==> src/shared/adc_ctrl_pkg.sv <==
// Constants, register map and carrier types for the converter mode-control block
package adc_ctrl_pkg;

    // ----------------------------------------
    // Register port
    // ----------------------------------------
    localparam int          ADDR_W       = 4;
    localparam int          DATA_W       = 16;
    localparam logic [3:0]  ADDR_CTRL    = 4'h0;
    localparam logic [3:0]  ADDR_STATUS  = 4'h1;
    localparam logic [3:0]  ADDR_RANGE_I = 4'h3;
    localparam logic [3:0]  ADDR_RANGE_Q = 4'hb;
    localparam logic [3:0]  ADDR_REFCLK  = 4'he;

    // ----------------------------------------
    // Field positions
    // ----------------------------------------
    localparam int CTRL_CAL_BIT  = 15;
    localparam int CTRL_TP_BIT   = 12;
    localparam int CTRL_PDI_BIT  = 11;
    localparam int CTRL_PDQ_BIT  = 10;
    localparam int CTRL_DES_BIT  = 7;
    localparam int REF_EN_BIT    = 1;

    // ----------------------------------------
    // Reset values and range codes
    // ----------------------------------------
    localparam int          RANGE_W      = 8;
    localparam logic [15:0] CTRL_RESET   = 16'h0000;
    localparam logic [15:0] REFCLK_RESET = 16'h0000;
    localparam logic [7:0]  RANGE_MIN    = 8'h00;
    localparam logic [7:0]  RANGE_MID    = 8'h80;
    localparam logic [15:0] RANGE_RESET  = 16'h0080;

    // ----------------------------------------
    // Timing
    // ----------------------------------------
    localparam int CLK_NS      = 100;
    localparam int CAL_LOW_NS  = 400;
    localparam int CAL_HIGH_NS = 400;
    localparam int CAL_RUN_NS  = 6400;
    localparam int CAL_LOW_CYC  = (CAL_LOW_NS + CLK_NS - 1) / CLK_NS;
    localparam int CAL_HIGH_CYC = (CAL_HIGH_NS + CLK_NS - 1) / CLK_NS;
    localparam int CAL_RUN_CYC  = CAL_RUN_NS / CLK_NS;
    localparam int SYNC_STAGES  = 3;

    // ----------------------------------------
    // Carriers
    // ----------------------------------------
    typedef struct packed {
        logic ext_n;
        logic dual_edge;
        logic low_power;
        logic cal;
        logic pd_i;
        logic pd_q;
        logic test_pat;
        logic demux;
        logic range;
    } pins_type;

    localparam logic [8:0] PINS_RESET = 9'h100;

    typedef enum logic [3:0] {
        CAL_WAIT_LOW = 4'h1,
        CAL_ARMED    = 4'h2,
        CAL_HIGH     = 4'h4,
        CAL_RUN      = 4'h8
    } cal_state_type;

endpackage

==> src/core/adc_mode_ctrl.sv <==
// Mode selection, calibration trigger and reference clock gating of the converter
`timescale 1ns/1ns

//Contract
// Enabled reference outputs A and B both toggle at sampling clock over four.
// Reference outputs gated by register Eh bit 1, disabled after reset.
// Pin mode, dual-edge pin high selects interleaved mode, Q input ignored.
// Pin mode, dual-edge pin low gives independent I and Q channels.
// Extended control takes dual-edge mode from register 0h bit 7, default off.
// Power-save pin high selects low-rate power-save mode, low selects normal.
// Power-save output is SDR when demuxed 1:2, DDR when 1:1.
// Host keeps sample rate at most 800 MSPS in power-save independent mode.
// Low for minimum time then high for minimum time runs one calibration.
// Calibration pin always active, ORed with register 0h bit 15 in extended control.
// Calibration-running output high exactly while calibration runs.
// Power-down pin high powers channel down, low returns it to operation.
// Power-down pins always active, ORed with 0h bits 11 and 10 in extended control.
// Pin mode, test-pattern pin high outputs a fixed repeating pattern.
// Extended control enables test pattern only from register 0h bit 12.
// Demux pin high selects 1:1 output, low selects 1:2.
// Demux ratio follows its pin in every mode, no register override.
// Pin mode, range pin sets one common range, low lower, high higher.
// Extended control takes I range from register 3h, Q range from Bh.
// Pin high range equals middle register code, pin low the minimum code.
// Extended control while enable_n low; high resets registers, port disabled.
// Dual-edge mode samples both clock edges, otherwise rising edges only.
// One calibration start pulse per qualified rising edge of combined request.
// All control pins synchronised before use in mode logic.
module adc_mode_ctrl #(
    parameter int CAL_LOW_CYC  = adc_ctrl_pkg::CAL_LOW_CYC,
    parameter int CAL_HIGH_CYC = adc_ctrl_pkg::CAL_HIGH_CYC,
    parameter int CAL_RUN_CYC  = adc_ctrl_pkg::CAL_RUN_CYC
) (
    input  wire logic        MCLK,                      // Sampling clock
    input  wire logic        RSTN,                      // Async reset, active low
    input  wire logic        EXTENDED_CONTROL_ENABLE_N, // Pin, low = register control
    input  wire logic        DUAL_EDGE_SEL,             // Pin, dual-edge select
    input  wire logic        LOW_RATE_POWER_SAVE,       // Pin, power-save select
    input  wire logic        CALIB_REQ,                 // Pin, calibration request
    input  wire logic        POWER_DOWN_I,              // Pin, I channel down
    input  wire logic        POWER_DOWN_Q,              // Pin, Q channel down
    input  wire logic        TEST_PATTERN_SELECT,       // Pin, test pattern
    input  wire logic        DEMUX_RATIO_SELECT,        // Pin, high = 1:1
    input  wire logic        RANGE_SELECT,              // Pin, full-scale range
    input  wire logic [3:0]  ADDR,                      // Register index
    input  wire logic [15:0] WDATA,                     // Write data
    input  wire logic        WR,                        // Write strobe
    input  wire logic        RD,                        // Read strobe
    output logic      [15:0] RDATA,                     // Read data, cycle after RD
    output logic             REF_CLK_OUT_A,             // Reference clock A
    output logic             REF_CLK_OUT_B,             // Reference clock B
    output logic             DUAL_EDGE_MODE,            // Both edges sample I input
    output logic             LOW_POWER_MODE,            // Low-rate power save
    output logic             OUT_DDR,                   // Output double data rate
    output logic             DEMUX_1TO1,                // Output bus 1:1
    output logic             CH_I_OFF,                  // I channel powered down
    output logic             CH_Q_OFF,                  // Q channel powered down
    output logic             TEST_PATTERN_ON,           // Test pattern on outputs
    output logic      [7:0]  RANGE_I,                   // I full-scale range code
    output logic      [7:0]  RANGE_Q,                   // Q full-scale range code
    output logic             CALIB_RUNNING              // Calibration in progress
);

    localparam int CNT_W = 16;

    if (CAL_LOW_CYC < 1 || CAL_HIGH_CYC < 1 || CAL_RUN_CYC < 9 ||
        CAL_RUN_CYC >= 2**CNT_W || CAL_LOW_CYC >= 2**CNT_W ||
        CAL_HIGH_CYC >= 2**CNT_W) begin : g_bad_param
        $error("adc_mode_ctrl: calibration counts out of range");
    end

    // ----------------------------------------
    // Pin synchronisers
    // ----------------------------------------
    // Pins are asynchronous; a change only counts once stages 2 and 3 agree
    localparam int NPIN = $bits(adc_ctrl_pkg::pins_type);

    adc_ctrl_pkg::pins_type pins_raw;
    adc_ctrl_pkg::pins_type pins_reg;
    logic [NPIN-1:0]        s1_reg;
    logic [NPIN-1:0]        s2_reg;
    logic [NPIN-1:0]        s3_reg;

    assign pins_raw = '{ext_n: EXTENDED_CONTROL_ENABLE_N, dual_edge: DUAL_EDGE_SEL,
                        low_power: LOW_RATE_POWER_SAVE, cal: CALIB_REQ,
                        pd_i: POWER_DOWN_I, pd_q: POWER_DOWN_Q,
                        test_pat: TEST_PATTERN_SELECT, demux: DEMUX_RATIO_SELECT,
                        range: RANGE_SELECT};

    for (genvar i = 0; i < NPIN; i++) begin : g_sync
        always_ff @(posedge MCLK or negedge RSTN) begin
            if (!RSTN) begin
                s1_reg[i]   <= adc_ctrl_pkg::PINS_RESET[i];
                s2_reg[i]   <= adc_ctrl_pkg::PINS_RESET[i];
                s3_reg[i]   <= adc_ctrl_pkg::PINS_RESET[i];
                pins_reg[i] <= adc_ctrl_pkg::PINS_RESET[i];
            end else begin
                s1_reg[i] <= pins_raw[i];
                s2_reg[i] <= s1_reg[i];
                s3_reg[i] <= s2_reg[i];
                if (s2_reg[i] == s3_reg[i]) begin
                    pins_reg[i] <= s3_reg[i];
                end
            end
        end
    end

    wire ext = ~pins_reg.ext_n;

    // ----------------------------------------
    // Control registers
    // ----------------------------------------
    logic [15:0] ctrl_reg;
    logic [15:0] refclk_reg;
    logic [15:0] range_i_reg;
    logic [15:0] range_q_reg;

    wire wr_ok = WR & ext;

    always_ff @(posedge MCLK or negedge RSTN) begin
        if (!RSTN) begin
            ctrl_reg    <= adc_ctrl_pkg::CTRL_RESET;
            refclk_reg  <= adc_ctrl_pkg::REFCLK_RESET;
            range_i_reg <= adc_ctrl_pkg::RANGE_RESET;
            range_q_reg <= adc_ctrl_pkg::RANGE_RESET;
        end else if (!ext) begin
            ctrl_reg    <= adc_ctrl_pkg::CTRL_RESET;
            refclk_reg  <= adc_ctrl_pkg::REFCLK_RESET;
            range_i_reg <= adc_ctrl_pkg::RANGE_RESET;
            range_q_reg <= adc_ctrl_pkg::RANGE_RESET;
        end else if (wr_ok) begin
            if (ADDR == adc_ctrl_pkg::ADDR_CTRL)    ctrl_reg    <= WDATA;
            if (ADDR == adc_ctrl_pkg::ADDR_REFCLK)  refclk_reg  <= WDATA;
            if (ADDR == adc_ctrl_pkg::ADDR_RANGE_I) range_i_reg <= WDATA;
            if (ADDR == adc_ctrl_pkg::ADDR_RANGE_Q) range_q_reg <= WDATA;
        end
    end

    // ----------------------------------------
    // Mode resolution
    // ----------------------------------------
    wire reg_des = ctrl_reg[adc_ctrl_pkg::CTRL_DES_BIT];
    wire reg_tp  = ctrl_reg[adc_ctrl_pkg::CTRL_TP_BIT];
    wire reg_pdi = ctrl_reg[adc_ctrl_pkg::CTRL_PDI_BIT];
    wire reg_pdq = ctrl_reg[adc_ctrl_pkg::CTRL_PDQ_BIT];
    wire reg_cal = ctrl_reg[adc_ctrl_pkg::CTRL_CAL_BIT];
    wire ref_en  = refclk_reg[adc_ctrl_pkg::REF_EN_BIT];

    wire       des_next  = ext ? reg_des : pins_reg.dual_edge;
    wire       pdi_next  = pins_reg.pd_i | (ext & reg_pdi);
    wire       pdq_next  = pins_reg.pd_q | (ext & reg_pdq);
    wire       tp_next   = ext ? reg_tp : pins_reg.test_pat;
    // Outside power save the output stays DDR regardless of ratio
    wire       ddr_next  = pins_reg.low_power ? pins_reg.demux : 1'b1;
    wire [7:0] pin_range = pins_reg.range ? adc_ctrl_pkg::RANGE_MID
                                          : adc_ctrl_pkg::RANGE_MIN;
    wire [7:0] ri_next   = ext ? range_i_reg[7:0] : pin_range;
    wire [7:0] rq_next   = ext ? range_q_reg[7:0] : pin_range;

    // ----------------------------------------
    // Reference clock divider
    // ----------------------------------------
    logic [1:0] div_reg;
    logic       ref_reg;

    always_ff @(posedge MCLK or negedge RSTN) begin
        if (!RSTN) begin
            div_reg <= 2'h0;
            ref_reg <= 1'b0;
        end else begin
            div_reg <= div_reg + 2'h1;
            ref_reg <= ref_en & div_reg[1];
        end
    end

    // ----------------------------------------
    // Calibration trigger
    // ----------------------------------------
    // Requiring a qualified low first stops a stuck-high request re-firing
    adc_ctrl_pkg::cal_state_type cal_state_reg;
    adc_ctrl_pkg::cal_state_type cal_state_next;
    logic [CNT_W-1:0]            cnt_reg;
    logic [CNT_W-1:0]            cnt_next;

    wire cal_req   = pins_reg.cal | (ext & reg_cal);
    wire low_done  = cnt_reg == CNT_W'(CAL_LOW_CYC - 1);
    // At least the minimum; a one-cycle minimum still needs two high cycles
    wire high_done = cnt_reg >= CNT_W'(CAL_HIGH_CYC - 1);
    wire run_done  = cnt_reg == CNT_W'(CAL_RUN_CYC - 1);
    wire cal_start = (cal_state_reg == adc_ctrl_pkg::CAL_HIGH) & cal_req & high_done;

    always_comb begin
        cal_state_next = cal_state_reg;
        cnt_next       = cnt_reg + CNT_W'(1);
        case (cal_state_reg)
            adc_ctrl_pkg::CAL_WAIT_LOW: begin
                if (cal_req) begin
                    cnt_next = '0;
                end else if (low_done) begin
                    cal_state_next = adc_ctrl_pkg::CAL_ARMED;
                end
            end
            adc_ctrl_pkg::CAL_ARMED: begin
                cnt_next = '0;
                if (cal_req) begin
                    cal_state_next = adc_ctrl_pkg::CAL_HIGH;
                    cnt_next       = CNT_W'(1);
                end
            end
            adc_ctrl_pkg::CAL_HIGH: begin
                if (!cal_req) begin
                    cal_state_next = adc_ctrl_pkg::CAL_WAIT_LOW;
                    cnt_next       = '0;
                end else if (high_done) begin
                    cal_state_next = adc_ctrl_pkg::CAL_RUN;
                    cnt_next       = '0;
                end
            end
            adc_ctrl_pkg::CAL_RUN: begin
                if (run_done) begin
                    cal_state_next = adc_ctrl_pkg::CAL_WAIT_LOW;
                    cnt_next       = '0;
                end
            end
            default: begin
                cal_state_next = adc_ctrl_pkg::CAL_WAIT_LOW;
                cnt_next       = '0;
            end
        endcase
    end

    always_ff @(posedge MCLK or negedge RSTN) begin
        if (!RSTN) begin
            cal_state_reg <= adc_ctrl_pkg::CAL_WAIT_LOW;
            cnt_reg       <= '0;
        end else begin
            cal_state_reg <= cal_state_next;
            cnt_reg       <= cnt_next;
        end
    end

    // ----------------------------------------
    // Read path and output flops
    // ----------------------------------------
    wire [15:0] status = {9'h000, CALIB_RUNNING, TEST_PATTERN_ON, CH_Q_OFF, CH_I_OFF,
                          DEMUX_1TO1, LOW_POWER_MODE, DUAL_EDGE_MODE};

    // Port is dead outside extended control, unmapped indices read zero
    wire [15:0] rd_mux = !ext                                  ? 16'h0000 :
                         (ADDR == adc_ctrl_pkg::ADDR_CTRL)    ? ctrl_reg :
                         (ADDR == adc_ctrl_pkg::ADDR_STATUS)  ? status :
                         (ADDR == adc_ctrl_pkg::ADDR_RANGE_I) ? range_i_reg :
                         (ADDR == adc_ctrl_pkg::ADDR_RANGE_Q) ? range_q_reg :
                         (ADDR == adc_ctrl_pkg::ADDR_REFCLK)  ? refclk_reg : 16'h0000;

    always_ff @(posedge MCLK or negedge RSTN) begin
        if (!RSTN) begin
            RDATA           <= 16'h0000;
            REF_CLK_OUT_A   <= 1'b0;
            REF_CLK_OUT_B   <= 1'b0;
            DUAL_EDGE_MODE  <= 1'b0;
            LOW_POWER_MODE  <= 1'b0;
            OUT_DDR         <= 1'b1;
            DEMUX_1TO1      <= 1'b0;
            CH_I_OFF        <= 1'b0;
            CH_Q_OFF        <= 1'b0;
            TEST_PATTERN_ON <= 1'b0;
            RANGE_I         <= adc_ctrl_pkg::RANGE_MIN;
            RANGE_Q         <= adc_ctrl_pkg::RANGE_MIN;
            CALIB_RUNNING   <= 1'b0;
        end else begin
            RDATA           <= RD ? rd_mux : 16'h0000;
            REF_CLK_OUT_A   <= ref_reg;
            REF_CLK_OUT_B   <= ref_reg;
            DUAL_EDGE_MODE  <= des_next;
            LOW_POWER_MODE  <= pins_reg.low_power;
            OUT_DDR         <= ddr_next;
            DEMUX_1TO1      <= pins_reg.demux;
            CH_I_OFF        <= pdi_next;
            CH_Q_OFF        <= pdq_next;
            TEST_PATTERN_ON <= tp_next;
            RANGE_I         <= ri_next;
            RANGE_Q         <= rq_next;
            CALIB_RUNNING   <= cal_state_next == adc_ctrl_pkg::CAL_RUN;
        end
    end
endmodule

==> config.mk <==
export PLATFORM = sky130hd
export DESIGN_NAME = adc_mode_ctrl
export DESIGN_NICKNAME = d
export VERILOG_FILES = /design/src/shared/adc_ctrl_pkg.sv /design/src/core/adc_mode_ctrl.sv
export SDC_FILE = /design/constraint.sdc
export NUM_CORES = 1
export LEC_CHECK = 0
export CORE_UTILIZATION = 35
export DETAILED_ROUTE_END_ITERATION = 8
export DONT_BUFFER_PORTS = 1
export GPL_ROUTABILITY_DRIVEN = 0
export PLACE_DENSITY = 0.52
export SLEW_MARGIN = 30
export SYNTH_ARGS = -nofsm -noshare
export SYNTH_HDL_FRONTEND = slang
export SYNTH_SLANG_ARGS = --single-unit
export TNS_END_PERCENT = 100
==> constraint.sdc <==
create_clock -name MCLK -period 2.6 [get_ports MCLK]
set_input_delay 0.52 -clock MCLK [delete_from_list [all_inputs] [get_ports MCLK]]
set_output_delay 0.52 -clock MCLK [all_outputs]
set_load 0.01 [all_outputs]
==> results by group <==
Run status
  – Status: complete, but fails checks
  – Failing checks: hold timing

STA
  – Fin. Hold Viols: between 150 and 200
  – Final setup fails: 0
  – FMAX: between 400 and 500 MHz
  – Pins Over Slew Limit: 0
  – Fin crit period: about 2.0 ns
  – Slew margin rel.: between 50% and 60%
  – Fin Clk Skew: 0.008238 ns
  – Final Cycle Share: 78.50%
  – Hold WS: -0.2017 ns
  – Least-Margin Pin Slew: 0.7435 ns
  – RSZ-0062 raised after global routing: no
  – Setup TNS: 0 ns

Cells and area
  – Finished Layout Cells: 845
  – ANT cells: 0
  – Reg area: 4114 um2
  – Layout cells sized above 1: ~11%
  – Layout Nets: 632
  – P&R area growth vs syn: 12.89%
  – Filler instances: 1,767
  – Area of the multi-input gates: 2359 um2

Logic synthesis
  – Ys Warns: 0
  – Post-synthesis sequential area ratio: 61.69%
  – Top cells by area, synth: dfrtp_1 (59%), nand2_1 (6.9%), a21oi_1 (5.0%)
  – Post-synth top area share: 58.54%
  – Syn Inst Count: 606
  – Syn_area_per_cell: 11.00 um2
  – Yosys reg bits: between 150 and 200
  – Syn_nets: 640
  – Synth area leader: dfrtp_1
  – Cell area after synthesis: 6669 um2
  – Synth cell types: 47

Clock network
  – Postcts setup bufs: 0
  – CTS tree: done
  – Clock sinks: between 150 and 200
  – Clock-pin slew on the worst setup and hold paths: about 0.060 ns
  – Clock Tree Root: clkbuf_16
  – Worst skew pair latency: 0.41 ns
  – CTS max path bufs: 2
  – Post-cts resize count: 0
  – CTS Buf Count: 17
  – Htree depth: 4

Setup path
  – Worst Path Required: ~2.9 ns
  – Worst Path Max Fanout: 4
  – Buf/Inv on CP: 0
  – Slowest cell on the critical path: nor4_1
  – R2R setup slack: 0.56 ns
  – Worst r2r src: cnt_reg[5]
  – Reg2reg end: cal_state_reg[2]
  – Crit path max-delay family: simple AND/OR/NAND/NOR gates
  – R2R cell count: 4
  – Critical Path, Cell by Cell: nor4_1, nand2b_1, or4_1, a2111oi_2
  – Highest cell delay on the worst timing path: just under 0.5 ns
  – Worst EP arrival: 2.34 ns
  – CP Launch Type: flip-flop
  – Crit end category: flip-flop
  – Setup Crit Path Kind: flip-flop to flip-flop

GRT
  – Antenna violations before repair: 0
  – Largest net degree at the start of global routing: 165
  – First-pass GRT wire length: 23,940 um
  – GRT Residual Overflow: 0
  – Overall global routing resource usage: 15.93%
  – Vias in the first global route: 4,347

Die
  – I/O pin total: between 70 and 80
  – Placeable core area: 18,710 um2
  – Chip width: 140.0 um
  – Initial core utilization: 35.65%
  – Die Ht: 140.0 um
  – Die area: 19,610 um2
  – Row Count: 50

Placed design
  – HPWL after DPL: 9792 um
  – DP Cell Count: slightly above 800
  – IO buf count: 0

Pwr
  – Leakage power: 3.330 nW
  – Worst VDD drop: 0.4344 mV
  – P per Cell Area: 772.0 nW/um2

Detailed routing
  – Initial DRT Pass Iterations: 5
  – Detail Route Antenna Nets: 0
  – Avg WL per Cell: about 17 um
  – Starting DRT DRC Count: 398
  – Avg Vias per Cell: 5.084
  – Vias post-DR: roughly 4,300
  – Residual DRC: 0
  – WL final: approximately 15,000 um

Job
  – Max Cap Viol: 0

Hold path
  – Worst Hold Class: input pin to asynchronous set/reset pin
==> cells in the final DEF (no fill, tap or decap), types with 8 or more instances in the layout <==
master	count
a21oi_1	66
a22o_1	9
a2bb2oi_1	14
clkbuf_16	17
dfrtp_1	156
dfstp_2	8
inv_1	9
maj3_1	9
mux2i_1	16
nand2_1	123
nand2b_1	13
nand3_1	9
nor2_1	36
nor2_4	11
nor2b_1	17
o211ai_1	11
xor2_1	10
==> synthesized netlist by cell type, drive strengths merged <==
cell / n
o211ai: 11
o221a: 1
or3: 2
nor2b: 17
o21a: 1
a221oi: 1
buf: 12
dfrtp: 156
a2bb2oi: 14
and3b: 1
nor2: 47
nand4: 5
nand4b: 1
mux2i: 16
a22oi: 7
nand2b: 13
mux2: 2
a21o: 2
xnor2: 5
xor2: 10
dfstp: 8
a22o: 9
o21ai: 2
or2: 3
nor3: 1
or4: 2
nand2: 123
and2: 3
inv: 9
and4: 2
clkbuf: 22
ha: 1
nor4: 4
nand3: 10
a2111oi: 1
o22ai: 2
maj3: 9
o32ai: 2
and3: 3
a21oi: 66
==> worst max-delay path by stage <==
stage               startpoint                to  slack [ns]  cells after the start
finish              cnt_reg[5]  cal_state_reg[2]        0.56                      4
global route        cnt_reg[8]       cnt_reg[13]        0.48                      5
CTS                 cnt_reg[4]  cal_state_reg[2]        0.57                      4
detailed placement     ADDR[3]       ctrl_reg[9]        0.54                      5
global placement       ADDR[3]       ctrl_reg[7]        0.63                      5
floorplan              ADDR[3]      ctrl_reg[14]        0.71                      8
==> cell type report <==
class                           count  share of cell area [%]
Clock inverter                     11                   2.609
Multi-Input combinational cell    399                   31.33
Clock buffer                       21                   6.382
Sequential cell                   164                   54.65
Inverter                            9                  0.4487
Tap cell                          234                   3.889
Timing Repair Buffer                7                  0.6980
==> worst register-to-register path: cells and delay by family (launching register included) <==
kind	cells	cell delay (ns)
AND/OR/NAND/NOR	3	1.10
flip-flops	1	0.43
AO/OA/AOI/OAI	1	0.40
==> power breakdown <==
group | internal (mW) | switching (mW)
registers | 2.65 | 0.0815
clock network | 1.81 | 0.999
logic | 0.0992 | 0.173
total | 4.56 | 1.25
==> layer usage <==
metal	track usage (%)	part of all wire [%]	vias up
met1	20.72	45	2144
met2	25.39	49	109
met4	5.784	0.86	0
met3	4.479	5.4	9
li1	-	-	2034
met5	0	0	-
==> kinds of logic (layout without fill, tap and decap cells) <==
family                   after synthesis  count (layout)  share of synthesized area (%)
AND/OR/NAND/NOR                      237             237                          17.52
buffers and inverters                 43              48                          2.945
AO/OA/AOI/OAI                        119             119                          11.59
XOR/XNOR                              15              15                          1.970
multiplexers                          18              18                          2.739
flip-flops                           164             164                          61.69
adder cells (fa/ha/maj)               10              10                          1.538
==> metrics by stage <==
stage	setup slack (ns)	utilization, %	total power, mW	instance area [um2]
floorplan	0.7134	-	2.990	6669
global placement	0.6302	36.63	3.042	6852
detailed placement	0.5403	36.63	3.050	6852
CTS	0.5713	40.25	5.895	7528
global route	0.4750	40.25	6.041	7528
finish	0.5591	40.25	5.812	7528
Note: power is estimated with default switching activity, not from simulation.
